<file path="src/core/csb_regs.vh">
// Constants for the stack, branch and CPU-control execution unit
`ifndef CSB_REGS_VH
`define CSB_REGS_VH
// Operation codes presented on i_op
`define CSB_OP_NOP 5'h00
`define CSB_OP_PUSH_PSW 5'h01
`define CSB_OP_PUSH_RP 5'h02
`define CSB_OP_POP_PSW 5'h03
`define CSB_OP_POP_RP 5'h04
`define CSB_OP_SP_LOAD 5'h05
`define CSB_OP_SP_ADD 5'h06
`define CSB_OP_SP_SUB 5'h07
`define CSB_OP_JMP_SHORT 5'h08
`define CSB_OP_JMP_LONG 5'h09
`define CSB_OP_JC 5'h0A
`define CSB_OP_JNC 5'h0B
`define CSB_OP_JZ 5'h0C
`define CSB_OP_JNZ 5'h0D
`define CSB_OP_JH 5'h0E
`define CSB_OP_JNH 5'h0F
`define CSB_OP_JBT 5'h10
`define CSB_OP_JBF 5'h11
`define CSB_OP_JBTCLR 5'h12
`define CSB_OP_SKC 5'h13
`define CSB_OP_SKIP_ON_NO_CARRY 5'h14
`define CSB_OP_SKZ 5'h15
`define CSB_OP_SKIP_ON_NONZERO 5'h16
`define CSB_OP_SKH 5'h17
`define CSB_OP_SKIP_ON_NOT_HIGHER 5'h18
`define CSB_OP_SEL 5'h19
`define CSB_OP_EI 5'h1A
`define CSB_OP_DI 5'h1B
`define CSB_OP_HALT 5'h1C
`define CSB_OP_STOP 5'h1D
// Bit operand sources for the bit-test branches
`define CSB_BM_SADDR 3'h0
`define CSB_BM_SFR 3'h1
`define CSB_BM_ACC 3'h2
`define CSB_BM_PSW 3'h3
`define CSB_BM_HL 3'h4
`define CSB_BM_ESHL 3'h5
// Status word field positions and reset value
`define CSB_PSW_IE 7
`define CSB_PSW_Z 6
`define CSB_PSW_RBS1 5
`define CSB_PSW_AC 4
`define CSB_PSW_RBS0 3
`define CSB_PSW_CY 0
`define CSB_PSW_RST 8'h00
`define CSB_SP_RST 16'h0000
`define CSB_PC_RST 20'h00000
// Encoding lengths in bytes
`define CSB_LEN1 3'h1
`define CSB_LEN2 3'h2
`define CSB_LEN3 3'h3
`define CSB_LEN4 3'h4
// Cycle counts, not-taken / taken where paired
`define CSB_CYC_ONE 4'h1
`define CSB_CYC_POP_PSW 4'h3
`define CSB_CYC_JMP 4'h3
`define CSB_CYC_JCC_NT 4'h2
`define CSB_CYC_JCC_T 4'h4
`define CSB_CYC_BIT_NT 4'h3
`define CSB_CYC_BIT_T 4'h5
`define CSB_CYC_ESHL_NT 4'h4
`define CSB_CYC_ESHL_T 4'h6
`define CSB_CYC_HL_PM_NT 4'h6
`define CSB_CYC_HL_PM_T 4'h8
`define CSB_CYC_ESHL_PM_NT 4'h7
`define CSB_CYC_ESHL_PM_T 4'h9
`define CSB_CYC_CLRPSW_NT 4'h5
`define CSB_CYC_CLRPSW_T 4'h7
`define CSB_CYC_EI_DI 4'h4
`define CSB_CYC_STBY 4'h3
`endif

</file>
<file path="src/core/csb_exec.v">
// Execution unit for stack, branch, skip and CPU-control instructions
`timescale 1ns/10ps
`default_nettype none
`include "csb_regs.vh"

module csb_exec #(
  parameter PC_W = 20,
  parameter SP_W = 16
) (
  // Clock and reset
  input wire i_clk,
  input wire i_rst_n,
  // Instruction issue
  input wire i_start,
  input wire [4:0] i_op,
  input wire [7:0] i_disp8,
  input wire [15:0] i_disp16,
  input wire [7:0] i_imm8,
  input wire [15:0] i_imm16,
  input wire [15:0] i_rp_val,
  input wire [1:0] i_bank,
  input wire [2:0] i_bit_mode,
  input wire [2:0] i_bit_idx,
  input wire i_bit_val,
  input wire i_pmem,
  // Stack memory read port, word at o_stack_ptr and o_stack_ptr+1
  input wire [15:0] i_stk_word,
  // Direct state writes from the rest of the core
  input wire i_pc_wr,
  input wire [PC_W-1:0] i_pc_wdata,
  input wire i_flag_wr,
  input wire [7:0] i_flag_wdata,
  // Standby release
  input wire i_wake,
  // Sequencing
  output reg o_busy,
  output reg o_done,
  output reg o_taken,
  output reg o_skip,
  output reg o_bad_op,
  // Architectural state
  output reg [PC_W-1:0] o_pc,
  output reg [SP_W-1:0] o_stack_ptr,
  output reg [7:0] o_psw,
  // Stack memory write port, word at o_stk_waddr and +1
  output reg o_stk_we,
  output reg [SP_W-1:0] o_stk_waddr,
  output reg [15:0] o_stk_wdata,
  // Register pair load and bit clear
  output reg o_rp_load,
  output reg [15:0] o_rp_data,
  output reg o_bit_clr,
  // Standby modes
  output reg o_halt,
  output reg o_stop
);

  // ==========================================================
  // Cycle counter
  reg [3:0] cnt;

  // ==========================================================
  // Decode
  wire accept;
  wire flag_z;
  wire flag_cy;
  wire flag_zc;
  wire psw_bit;
  wire test_bit;
  wire [PC_W-1:0] disp8_ext;
  wire [PC_W-1:0] disp16_ext;

  assign accept = i_start & ~o_busy & ~o_halt & ~o_stop;
  assign flag_z = o_psw[`CSB_PSW_Z];
  assign flag_cy = o_psw[`CSB_PSW_CY];
  assign flag_zc = flag_z | flag_cy;
  assign psw_bit = o_psw[i_bit_idx];
  assign test_bit = (i_bit_mode == `CSB_BM_PSW) ? psw_bit : i_bit_val;
  assign disp8_ext = {{(PC_W-8){i_disp8[7]}}, i_disp8};
  assign disp16_ext = {{(PC_W-16){i_disp16[15]}}, i_disp16};

  reg [3:0] cyc_nt;
  reg [3:0] cyc_t;
  reg cond;
  reg is_cond;
  reg is_jump;
  reg long_disp;
  reg [2:0] len;
  reg [3:0] cyc;
  reg [PC_W-1:0] next_pc;
  reg [SP_W-1:0] next_sp;
  reg [7:0] next_psw;
  reg next_we;
  reg [SP_W-1:0] next_waddr;
  reg [15:0] next_wdata;
  reg next_rp_load;
  reg [15:0] next_rp_data;
  reg next_bit_clr;
  reg next_skip;
  reg next_halt;
  reg next_stop;
  reg next_bad;

  // Bit-test timing depends on where the operand lives
  always @* begin
    cyc_nt = `CSB_CYC_BIT_NT;
    cyc_t = `CSB_CYC_BIT_T;
    case (i_bit_mode)
      `CSB_BM_ESHL: begin
        if (i_pmem && i_op != `CSB_OP_JBTCLR) begin
          cyc_nt = `CSB_CYC_ESHL_PM_NT;
          cyc_t = `CSB_CYC_ESHL_PM_T;
        end else begin
          cyc_nt = `CSB_CYC_ESHL_NT;
          cyc_t = `CSB_CYC_ESHL_T;
        end
      end
      `CSB_BM_HL: begin
        if (i_pmem && i_op != `CSB_OP_JBTCLR) begin
          cyc_nt = `CSB_CYC_HL_PM_NT;
          cyc_t = `CSB_CYC_HL_PM_T;
        end
      end
      `CSB_BM_PSW: begin
        if (i_op == `CSB_OP_JBTCLR) begin
          cyc_nt = `CSB_CYC_CLRPSW_NT;
          cyc_t = `CSB_CYC_CLRPSW_T;
        end
      end
      default: begin
        cyc_nt = `CSB_CYC_BIT_NT;
        cyc_t = `CSB_CYC_BIT_T;
      end
    endcase
  end

  always @* begin
    cond = 1'b0;
    is_cond = 1'b0;
    is_jump = 1'b0;
    long_disp = 1'b0;
    len = `CSB_LEN2;
    cyc = `CSB_CYC_ONE;
    next_sp = o_stack_ptr;
    next_psw = o_psw;
    next_we = 1'b0;
    next_waddr = o_stk_waddr;
    next_wdata = o_stk_wdata;
    next_rp_load = 1'b0;
    next_rp_data = o_rp_data;
    next_bit_clr = 1'b0;
    next_skip = 1'b0;
    next_halt = 1'b0;
    next_stop = 1'b0;
    next_bad = 1'b0;
    case (i_op)
      `CSB_OP_NOP: begin
        len = `CSB_LEN1;
      end
      `CSB_OP_PUSH_PSW: begin
        next_we = 1'b1;
        next_waddr = o_stack_ptr - 16'h0002;
        next_wdata = {o_psw, 8'h00};
        next_sp = o_stack_ptr - 16'h0002;
      end
      `CSB_OP_PUSH_RP: begin
        len = `CSB_LEN1;
        next_we = 1'b1;
        next_waddr = o_stack_ptr - 16'h0002;
        next_wdata = i_rp_val;
        next_sp = o_stack_ptr - 16'h0002;
      end
      `CSB_OP_POP_PSW: begin
        cyc = `CSB_CYC_POP_PSW;
        next_psw = i_stk_word[15:8];
        next_sp = o_stack_ptr + 16'h0002;
      end
      `CSB_OP_POP_RP: begin
        len = `CSB_LEN1;
        next_rp_load = 1'b1;
        next_rp_data = i_stk_word;
        next_sp = o_stack_ptr + 16'h0002;
      end
      `CSB_OP_SP_LOAD: begin
        len = `CSB_LEN4;
        next_sp = i_imm16;
      end
      `CSB_OP_SP_ADD: begin
        next_sp = o_stack_ptr + {8'h00, i_imm8};
      end
      `CSB_OP_SP_SUB: begin
        next_sp = o_stack_ptr - {8'h00, i_imm8};
      end
      `CSB_OP_JMP_SHORT: begin
        is_jump = 1'b1;
        cyc = `CSB_CYC_JMP;
      end
      `CSB_OP_JMP_LONG: begin
        is_jump = 1'b1;
        long_disp = 1'b1;
        len = `CSB_LEN3;
        cyc = `CSB_CYC_JMP;
      end
      `CSB_OP_JC, `CSB_OP_JNC, `CSB_OP_JZ, `CSB_OP_JNZ: begin
        is_cond = 1'b1;
        case (i_op)
          `CSB_OP_JC: cond = flag_cy;
          `CSB_OP_JNC: cond = ~flag_cy;
          `CSB_OP_JZ: cond = flag_z;
          default: cond = ~flag_z;
        endcase
        cyc = cond ? `CSB_CYC_JCC_T : `CSB_CYC_JCC_NT;
      end
      `CSB_OP_JH, `CSB_OP_JNH: begin
        is_cond = 1'b1;
        len = `CSB_LEN3;
        cond = (i_op == `CSB_OP_JH) ? ~flag_zc : flag_zc;
        cyc = cond ? `CSB_CYC_JCC_T : `CSB_CYC_JCC_NT;
      end
      `CSB_OP_JBT, `CSB_OP_JBF, `CSB_OP_JBTCLR: begin
        is_cond = 1'b1;
        if (i_bit_mode == `CSB_BM_ACC || i_bit_mode == `CSB_BM_HL) begin
          len = `CSB_LEN3;
        end else begin
          len = `CSB_LEN4;
        end
        cond = (i_op == `CSB_OP_JBF) ? ~test_bit : test_bit;
        cyc = cond ? cyc_t : cyc_nt;
        if (i_op == `CSB_OP_JBTCLR && cond) begin
          // Status bits are cleared here, any other bit by its owner
          if (i_bit_mode == `CSB_BM_PSW) begin
            next_psw[i_bit_idx] = 1'b0;
          end else begin
            next_bit_clr = 1'b1;
          end
        end
        if (i_bit_mode > `CSB_BM_ESHL) begin
          next_bad = 1'b1;
        end
      end
      `CSB_OP_SKC, `CSB_OP_SKIP_ON_NO_CARRY: begin
        next_skip = (i_op == `CSB_OP_SKC) ? flag_cy : ~flag_cy;
      end
      `CSB_OP_SKZ, `CSB_OP_SKIP_ON_NONZERO: begin
        next_skip = (i_op == `CSB_OP_SKZ) ? flag_z : ~flag_z;
      end
      `CSB_OP_SKH, `CSB_OP_SKIP_ON_NOT_HIGHER: begin
        next_skip = (i_op == `CSB_OP_SKH) ? ~flag_zc : flag_zc;
      end
      `CSB_OP_SEL: begin
        next_psw[`CSB_PSW_RBS1] = i_bank[1];
        next_psw[`CSB_PSW_RBS0] = i_bank[0];
      end
      `CSB_OP_EI, `CSB_OP_DI: begin
        len = `CSB_LEN3;
        cyc = `CSB_CYC_EI_DI;
        next_psw[`CSB_PSW_IE] = (i_op == `CSB_OP_EI);
      end
      `CSB_OP_HALT: begin
        cyc = `CSB_CYC_STBY;
        next_halt = 1'b1;
      end
      `CSB_OP_STOP: begin
        cyc = `CSB_CYC_STBY;
        next_stop = 1'b1;
      end
      default: begin
        // Unknown codes retire as a one-byte no-op and are flagged
        len = `CSB_LEN1;
        next_bad = 1'b1;
      end
    endcase
  end

  // ==========================================================
  // Next program counter
  always @* begin
    next_pc = o_pc + {{(PC_W-3){1'b0}}, len};
    if (is_jump || (is_cond && cond)) begin
      if (long_disp) begin
        next_pc = o_pc + {{(PC_W-3){1'b0}}, len} + disp16_ext;
      end else begin
        next_pc = o_pc + {{(PC_W-3){1'b0}}, len} + disp8_ext;
      end
    end
  end

  // ==========================================================
  // Sequencing: state commits at the accept edge, o_done marks the
  // last cycle so the issuing side sees the documented occupancy
  always @(posedge i_clk) begin
    if (!i_rst_n) begin
      cnt <= 4'h0;
      o_busy <= 1'b0;
      o_done <= 1'b0;
      o_taken <= 1'b0;
      o_skip <= 1'b0;
      o_bad_op <= 1'b0;
    end else if (accept) begin
      cnt <= cyc - 4'h1;
      o_busy <= (cyc != `CSB_CYC_ONE);
      o_done <= (cyc == `CSB_CYC_ONE);
      o_taken <= is_jump | (is_cond & cond);
      o_skip <= next_skip;
      o_bad_op <= next_bad;
    end else begin
      if (cnt != 4'h0) begin
        cnt <= cnt - 4'h1;
      end
      o_busy <= (cnt > 4'h1);
      o_done <= (cnt == 4'h1);
      o_skip <= 1'b0;
      if (cnt == 4'h0) begin
        o_taken <= 1'b0;
        o_bad_op <= 1'b0;
      end
    end
  end

  // ==========================================================
  // Architectural state; an instruction wins over a direct write
  always @(posedge i_clk) begin
    if (!i_rst_n) begin
      o_pc <= `CSB_PC_RST;
      o_stack_ptr <= `CSB_SP_RST;
      o_psw <= `CSB_PSW_RST;
    end else if (accept) begin
      o_pc <= next_pc;
      o_stack_ptr <= next_sp;
      o_psw <= next_psw;
    end else begin
      if (i_pc_wr) begin
        o_pc <= i_pc_wdata;
      end
      if (i_flag_wr) begin
        o_psw <= i_flag_wdata;
      end
    end
  end

  // ==========================================================
  // Memory side pulses
  always @(posedge i_clk) begin
    if (!i_rst_n) begin
      o_stk_we <= 1'b0;
      o_stk_waddr <= `CSB_SP_RST;
      o_stk_wdata <= 16'h0000;
      o_rp_load <= 1'b0;
      o_rp_data <= 16'h0000;
      o_bit_clr <= 1'b0;
    end else if (accept) begin
      o_stk_we <= next_we;
      o_stk_waddr <= next_waddr;
      o_stk_wdata <= next_wdata;
      o_rp_load <= next_rp_load;
      o_rp_data <= next_rp_data;
      o_bit_clr <= next_bit_clr;
    end else begin
      o_stk_we <= 1'b0;
      o_rp_load <= 1'b0;
      o_bit_clr <= 1'b0;
    end
  end

  // ==========================================================
  // Standby: entered at the accept edge, left only on wake; new
  // instructions are refused until then
  always @(posedge i_clk) begin
    if (!i_rst_n) begin
      o_halt <= 1'b0;
      o_stop <= 1'b0;
    end else if (accept) begin
      o_halt <= next_halt;
      o_stop <= next_stop;
    end else if (i_wake && !o_busy) begin
      o_halt <= 1'b0;
      o_stop <= 1'b0;
    end
  end

endmodule
`default_nettype wire

</file>
<file path="config.mk">
export PLATFORM = sky130hd
export DESIGN_NAME = csb_exec
export DESIGN_NICKNAME = d
export VERILOG_FILES = /design/src/core/csb_exec.v
export VERILOG_INCLUDE_DIRS = /design/src /design/src/core
export SDC_FILE = /design/constraint.sdc
export NUM_CORES = 1
export LEC_CHECK = 0
export BUFFER_PORTS_ARGS = -buffer_cell sky130_fd_sc_hd__buf_4
export CAP_MARGIN = 10
export CORE_MARGIN = 2
export CORE_UTILIZATION = 50
export CTS_CLUSTER_DIAMETER = 200
export DETAILED_ROUTE_END_ITERATION = 8
export GPL_TIMING_DRIVEN = 1
export HOLD_SLACK_MARGIN = 0.08
export PLACE_DENSITY = 0.77
export SLEW_MARGIN = 0
export SYNTH_ARGS = -nofsm -noshare
export SYNTH_HDL_FRONTEND = slang
export SYNTH_SLANG_ARGS = --single-unit
</file>
<file path="constraint.sdc">
create_clock -name i_clk -period 5 [get_ports i_clk]
set_input_delay 0.25 -clock i_clk [delete_from_list [all_inputs] [get_ports i_clk]]
set_output_delay 0.25 -clock i_clk [all_outputs]
set_load 0.1 [all_outputs]
</file>
==> results_dict.tcl, run 1 <==
set metrics [dict create \
    synthToLayoutAreaGrowth_pct 25.45 \
    clk_pin_slew_ns 0.07 \
    slowest_stage "a221oi_1" \
    p_per_area_nw_per_um2 351.2 \
    port_buffers 230 \
    grt_pass1_vias 8858 \
    syn-instance-count 1147 \
    yosysWarningCount 0 \
    skew_ns 0.01098 \
    slew_headroom_pct 21.04 \
    via_per_inst 6.072 \
    numCtsBuffers 9 \
    drc 0 \
    coreArea_um2 16580 \
    min_path_type "primary input to register" \
    grt_max_degree 62 \
    status "complete, no violations" \
    cts_setup_buffers 0 \
    final_cell_mix "245 x buf_4, 148 x nand2_1, 106 x a21oi_1, 106 x dfxtp_1, 101 x nor2_1" \
    final-seq-area_um2 2122 \
    setup-tns-final_ns 0 \
    num_rows 47 \
    post_cts_resized 0 \
    wirelength_um 27600 \
    crit_type "primary input to register" \
    cts_tree "done" \
    vias 9436 \
    dieHeight_um 134.3 \
    dpl.hpwl_um 20390 \
    p_leak_uw 0.004534 \
    start_kind "primary input" \
    cap_violations 0 \
    drtAntennaViolNets 0 \
    peakVddDrop_mv 0.2616 \
    first_pass_iters 5 \
    nNetsFinal 1509 \
    drtIter0Drc 849 \
    drive_above_1_share_pct 21.59 \
    multiInputGateArea_um2 5989 \
    critPathArrivalTime_ns 4.67 \
    cp-end-kind "register" \
    path_cells "buf_4 -> nand2b_1 -> a21oi_1 -> o32a_1 -> nor2_1 -> a21oi_1 -> ha_1 -> a21o_1 -> a21oi_1 -> nor2_1 -> xor2_1 -> ha_1 -> o21a_1 -> o211ai_1 -> a221oi_1 -> nand4_1 -> a31oi_1 -> or3_1 -> a31oi_1 -> a211oi_1" \
    path_buf_inv 1 \
    clkLatencyLatePin_ns 0.36 \
    rsz0062_at_grt "false" \
    fmax_mhz 227.1 \
    hold_viol_final 0 \
    post-route-period-util_pct 88.07 \
    cpLargestDelayFamily "compound AO/OA/AOI/OAI gates" \
    setup_viol 0 \
    final_common_cell "buf_4" \
    cts_root_buffer "clkbuf_16" \
    fp.dieW_um 134.3 \
    clock_path_buffers 2 \
    cts.sinks 106 \
    grt.overflow.total 0 \
    postCtsHoldBufs 0 \
    yosysSeqAreaShare_pct 24.99 \
    ys_types 75 \
    syn_nets 1327 \
    htree_levels 3 \
    gp_congestion 0.9760 \
    fillers 1527 \
    initial_utilization_pct 51.20 \
    synth_edf_count 0 \
    n_antenna_cell 0 \
    min_period_ns 4.404 \
    antenna_found_initial 0 \
    timing.final.max_slew_violations 0 \
    syn_avg_cell_area_um2 7.402 \
    max_stage_delay_ns 0.54 \
    ys.flop_type "dfxtp_1" \
    final_core_util_pct 64.23 \
    ioPinCount 231 \
    grt_pass1_wl_um 44080 \
    synth-seq-cells 106 \
    worstPathMaxFanout 5 \
    syn_area_um2 8491 \
    grt_usage_pct 29.88 \
    required_ns 5.26 \
    drt-wirelength-per-cell_um 17.76 \
    dieArea_um2 18040 \
    cpMostUsedCell "a21oi_1" \
    synthArstFlopShare_pct 0 \
    tightest_slew_ns 1.180 \
]
==> sequential cells by signal, indices dropped and copies added (netlist names) <==
register and cells:
o_stop 1, o_stk_waddr 16, o_taken 1, o_busy 1
o_psw 8, o_bit_clr 1, o_stk_wdata 16, o_stack_ptr 16
o_rp_data 16, o_skip 1, o_rp_load 1, o_pc 20
o_done 1, cnt 4, o_halt 1, o_bad_op 1
o_stk_we 1
==> worst register-to-register path: cells and delay by family, from the launching register on <==
| kind | cells | cell delay (ns) |
|---|---|---|
| muxes | 1 | 0.22 |
| and+or+nand+nor | 2 | 0.41 |
| DFF | 1 | 0.35 |
| xor gates and xnor gates | 1 | 0.18 |
| adders and majority gates | 3 | 1.03 |
| AOI/OAI and AO/OA | 8 | 1.45 |
==> per-layer routing <==
metal / GRT usage, % / up-vias / share of wire [%]
li1: - / 4555 / -
met2: 50.48 / 417 / 48
met3: 4.119 / 70 / 7.2
met1: 38.88 / 4394 / 42
met5: 0 / - / 0
met4: 10.94 / 0 / 2.7
==> final timing paths <==
check                           cells past startpoint  slack, ns     startpoint              to
worst min-delay path                                3       0.13    i_rp_val[0]  o_stk_wdata[0]
worst min register to register                      2       0.46  o_rp_data[12]   o_rp_data[12]
worst max register to register                     15       1.23        o_pc[0]        o_pc[19]
worst max-delay path                               20       0.60  i_bit_mode[1]        o_pc[17]
==> report_power, final <==
group          switching [µW]  internal, µW  total, µW
clock                     351           407        758
combinational            1260           637       1900
sequential                150           932       1080
total                    1760          1980       3740
==> area by class of cell <==
cell class / count / area share (%)
clock inverters: 5 / 0.5873
flip-flops and latches: 106 / 19.92
well taps: 220 / 2.584
multi-input cells: 935 / 56.23
inverters: 32 / 1.128
clock buffers: 11 / 2.279
repair buffers: 245 / 17.27
==> stage by stage <==
step	area (µm²)	setup slack, ns	power (µW)	hold slack [ns]	cells
finish	10650	0.5965	3740	0.1272	1554
global route	10650	0.1828	3940	0.1224	1554
CTS	10650	0.6135	3729	0.1194	1554
detailed placement	10350	0.2515	2975	0.4494	1538
global placement	10350	0.3682	2952	0.4433	1538
floorplan	8491	0.4858	2516	0.3860	1147
==> cell usage after synthesis, types with 4 or more instances <==
master	instances	share of area [%]
xor2_1	34	3.5
xnor2_1	41	4.2
and2_1	7	0.52
a221oi_1	7	0.72
ha_1	48	7.1
a22oi_1	13	1.1
a311o_1	5	0.59
o21ai_1	15	0.88
o41ai_1	5	0.52
a211oi_1	24	2.1
o21a_1	10	0.88
a21oi_1	106	6.2
or3_1	11	0.81
nor4_1	6	0.44
nor2_1	101	4.5
o211ai_1	11	0.97
nor2b_1	25	1.8
mux2i_1	9	1.1
a311oi_1	24	2.5
nand2_1	148	6.5
nand2b_1	16	1.2
o31ai_1	8	0.71
o21ai_0	50	2.9
o21bai_1	4	0.35
o22ai_1	4	0.29
clkbuf_1	66	2.9
inv_1	29	1.3
nand4_1	14	1.0
a21o_1	20	1.8
and3_1	12	0.88
buf_2	4	0.24
a31oi_1	14	1.0
nor3_1	22	1.3
nand3b_1	5	0.44
mux2_2	10	1.3
o221ai_1	5	0.52
a22o_1	4	0.41
nand3_1	41	2.4
dfxtp_1	106	25
buf_1	4	0.18
==> cells by family after synthesis <==
group                      synth area share, %
DFF                                      24.99
AOI/OAI and AO/OA                        27.76
adders and majority gates                7.781
xor gates and xnor gates                 7.737
muxes                                    2.918
buffers and inverters                    4.745
and+or+nand+nor                          24.06
Note: power is estimated with default switching activity, not from simulation.
==> run 2: changes to the inputs <==
CTS_BUF_LIST = sky130_fd_sc_hd__clkbuf_4 sky130_fd_sc_hd__clkbuf_8   (was unset)
==> results_dict.tcl, run 2 (synthesis results as in run 1) <==
set metrics [dict create \
    grt_usage_pct 29.69 \
    cpLargestDelayFamily "compound AO/OA/AOI/OAI gates" \
    final_core_util_pct 63.70 \
    clock_path_buffers 2 \
    met3_length_um 2102 \
    required_ns 5.30 \
    p_seq_share_pct 30.4 \
    dpl.hpwl_um 20390 \
    synthToLayoutAreaGrowth_pct 24.42 \
    path_buf_inv 1 \
    slew_headroom_pct 19.03 \
    post_cts_resized 0 \
    postCtsHoldBufs 1 \
    p_per_area_nw_per_um2 337.4 \
    clk_pin_slew_ns 0.11 \
    wl_met2_um 13100 \
    m1WireLength_um 11680 \
    wirelength_um 27550 \
    setup_viol 0 \
    grt_pass1_wl_um 43850 \
    intPower_uw 1825 \
    hold_viol_final 0 \
    dieHeight_um 134.3 \
    min_period_ns 4.356 \
    max_stage_delay_ns 0.54 \
    cts_setup_buffers 0 \
    final_cell_mix "245 x buf_4, 148 x nand2_1, 106 x a21oi_1, 106 x dfxtp_1, 101 x nor2_1" \
    p_sw_uw 1739 \
    worstPathMaxFanout 5 \
    slowest_stage "a221oi_1" \
    num_rows 47 \
    gp_congestion 0.9760 \
    start_kind "primary input" \
    min_path_type "primary input to register" \
    numCtsBuffers 9 \
    cts.sinks 106 \
    fmax_mhz 229.6 \
    rr_worst_depth 15 \
    antenna_found_initial 0 \
    regMostFlops "o_pc" \
    reg2reg_from "o_pc[0]" \
    cts_tree "done" \
    p_leak_uw 0.004495 \
    port_buffers 230 \
    drc 0 \
    dieArea_um2 18040 \
    drt-wirelength-per-cell_um 17.72 \
    p_comb_share_pct 53.3 \
    drtAntennaViolNets 0 \
    vias 9417 \
    min_to "o_stk_wdata[4]" \
    reg2reg_to "o_pc[19]" \
    critPathArrivalTime_ns 4.66 \
    timing.final.max_slew_violations 0 \
    status "complete, no violations" \
    hold_path_startpoint "i_rp_val[4]" \
    drtIter0Drc 753 \
    fillers 1542 \
    topRoutingLayerUsed "met4" \
    grt_max_degree 62 \
    crit_type "primary input to register" \
    nNetsFinal 1510 \
    hold_depth 3 \
    first_pass_iters 5 \
    fp.dieW_um 134.3 \
    cap_violations 0 \
    setup-tns-final_ns 0 \
    via_per_inst 6.056 \
    grt_pass1_vias 8863 \
    n_antenna_cell 0 \
    largest_reg_flops 20 \
    htree_levels 3 \
    cts_root_buffer "clkbuf_8" \
    drive_above_1_share_pct 21.65 \
    coreArea_um2 16580 \
    clkPwrFrac_pct 16.3 \
    path_cells "buf_4 -> nand2b_1 -> a21oi_1 -> o32a_1 -> nor2_1 -> a21oi_1 -> ha_1 -> a21o_1 -> a21oi_1 -> nor2_1 -> xor2_1 -> ha_1 -> o21a_1 -> o211ai_1 -> a221oi_1 -> nand4_1 -> a31oi_1 -> or3_1 -> a31oi_1 -> a211oi_1" \
    clkLatencyLatePin_ns 0.39 \
    post-route-period-util_pct 87.12 \
    sw_frac_of_total_pct 48.79 \
    cpMostUsedCell "a21oi_1" \
    rsz0062_at_grt "false" \
    final_common_cell "buf_4" \
    peakVddDrop_mv 0.2480 \
    skew_ns 0.01420 \
    r2r_slack_ns 1.22 \
    cp-end-kind "register" \
    tightest_slew_ns 1.210 \
    initial_utilization_pct 51.20 \
    ioPinCount 231 \
    grt.overflow.total 0 \
]
[run 2: cell count changes in the layout (fill, tap and decap cells not counted), sizes merged]
cell	previous run	this run
dlygate4sd3	0	1
[run 2: cell type report]
class	count	area (µm²)	area share (%)
clock buffers	11	145.1	1.374
clock inverters	5	62.56	0.5922
inverters	32	120.1	1.137
multi-input cells	935	5989	56.70
flip-flops and latches	106	2122	20.09
well taps	220	275.3	2.606
repair buffers	246	1849	17.51
[run 2: metrics by stage]
step / power (µW) / hold WS (ns) / area (µm²) / worst slack (ns) / std cells
after global placement: 2952 / 0.4433 / 10350 / 0.3682 / 1538
after floorplan: 2516 / 0.3860 / 8491 / 0.4858 / 1147
after detailed placement: 2975 / 0.4494 / 10350 / 0.2515 / 1538
after global routing: 3769 / 0.08467 / 10560 / 0.2241 / 1555
after CTS: 3556 / 0.08215 / 10560 / 0.6562 / 1555
final: 3564 / 0.09485 / 10560 / 0.6440 / 1555
[run 2: how the worst max path moves through the flow]
| stage | startpoint | to | slack (ns) | cells past startpoint |
|---|---|---|---|---|
| after floorplan | i_op[2] | o_pc[17] | 0.49 | 22 |
| after global placement | i_bit_mode[1] | o_pc[17] | 0.37 | 20 |
| after detailed placement | i_bit_mode[1] | o_pc[17] | 0.25 | 20 |
| after CTS | i_bit_mode[1] | o_pc[17] | 0.66 | 20 |
| after global routing | i_bit_mode[1] | o_pc[17] | 0.22 | 20 |
| final | i_bit_mode[1] | o_pc[17] | 0.64 | 20 |
[run 2: tightest hold or removal path, delay by kind of cell]
| kind | cells | cell delay [ns] |
|---|---|---|
| buffers and inverters | 1 | 0.08 |
| and+or+nand+nor | 1 | 0.07 |
| AOI/OAI and AO/OA | 1 | 0.05 |
[run 2: metal layers]
layer  vias to the layer above  global-route usage [%]
li1                       4560                       -
met1                      4366                   38.74
met2                       429                   49.86
met3                        62                   4.346
met4                         0                   10.82
met5                         -                       0
[run 2: power groups by stage]
stage          registers (µW)  clock network (µW)  logic, µW
2_1_floorplan            1560                   0        952
3_3_place_gp             1090                   0       1860
3_5_place_dp             1100                   0       1880
4_1_cts                  1080                 591       1890
5_1_grt                  1100                 628       2040
6_report                 1080                 582       1900
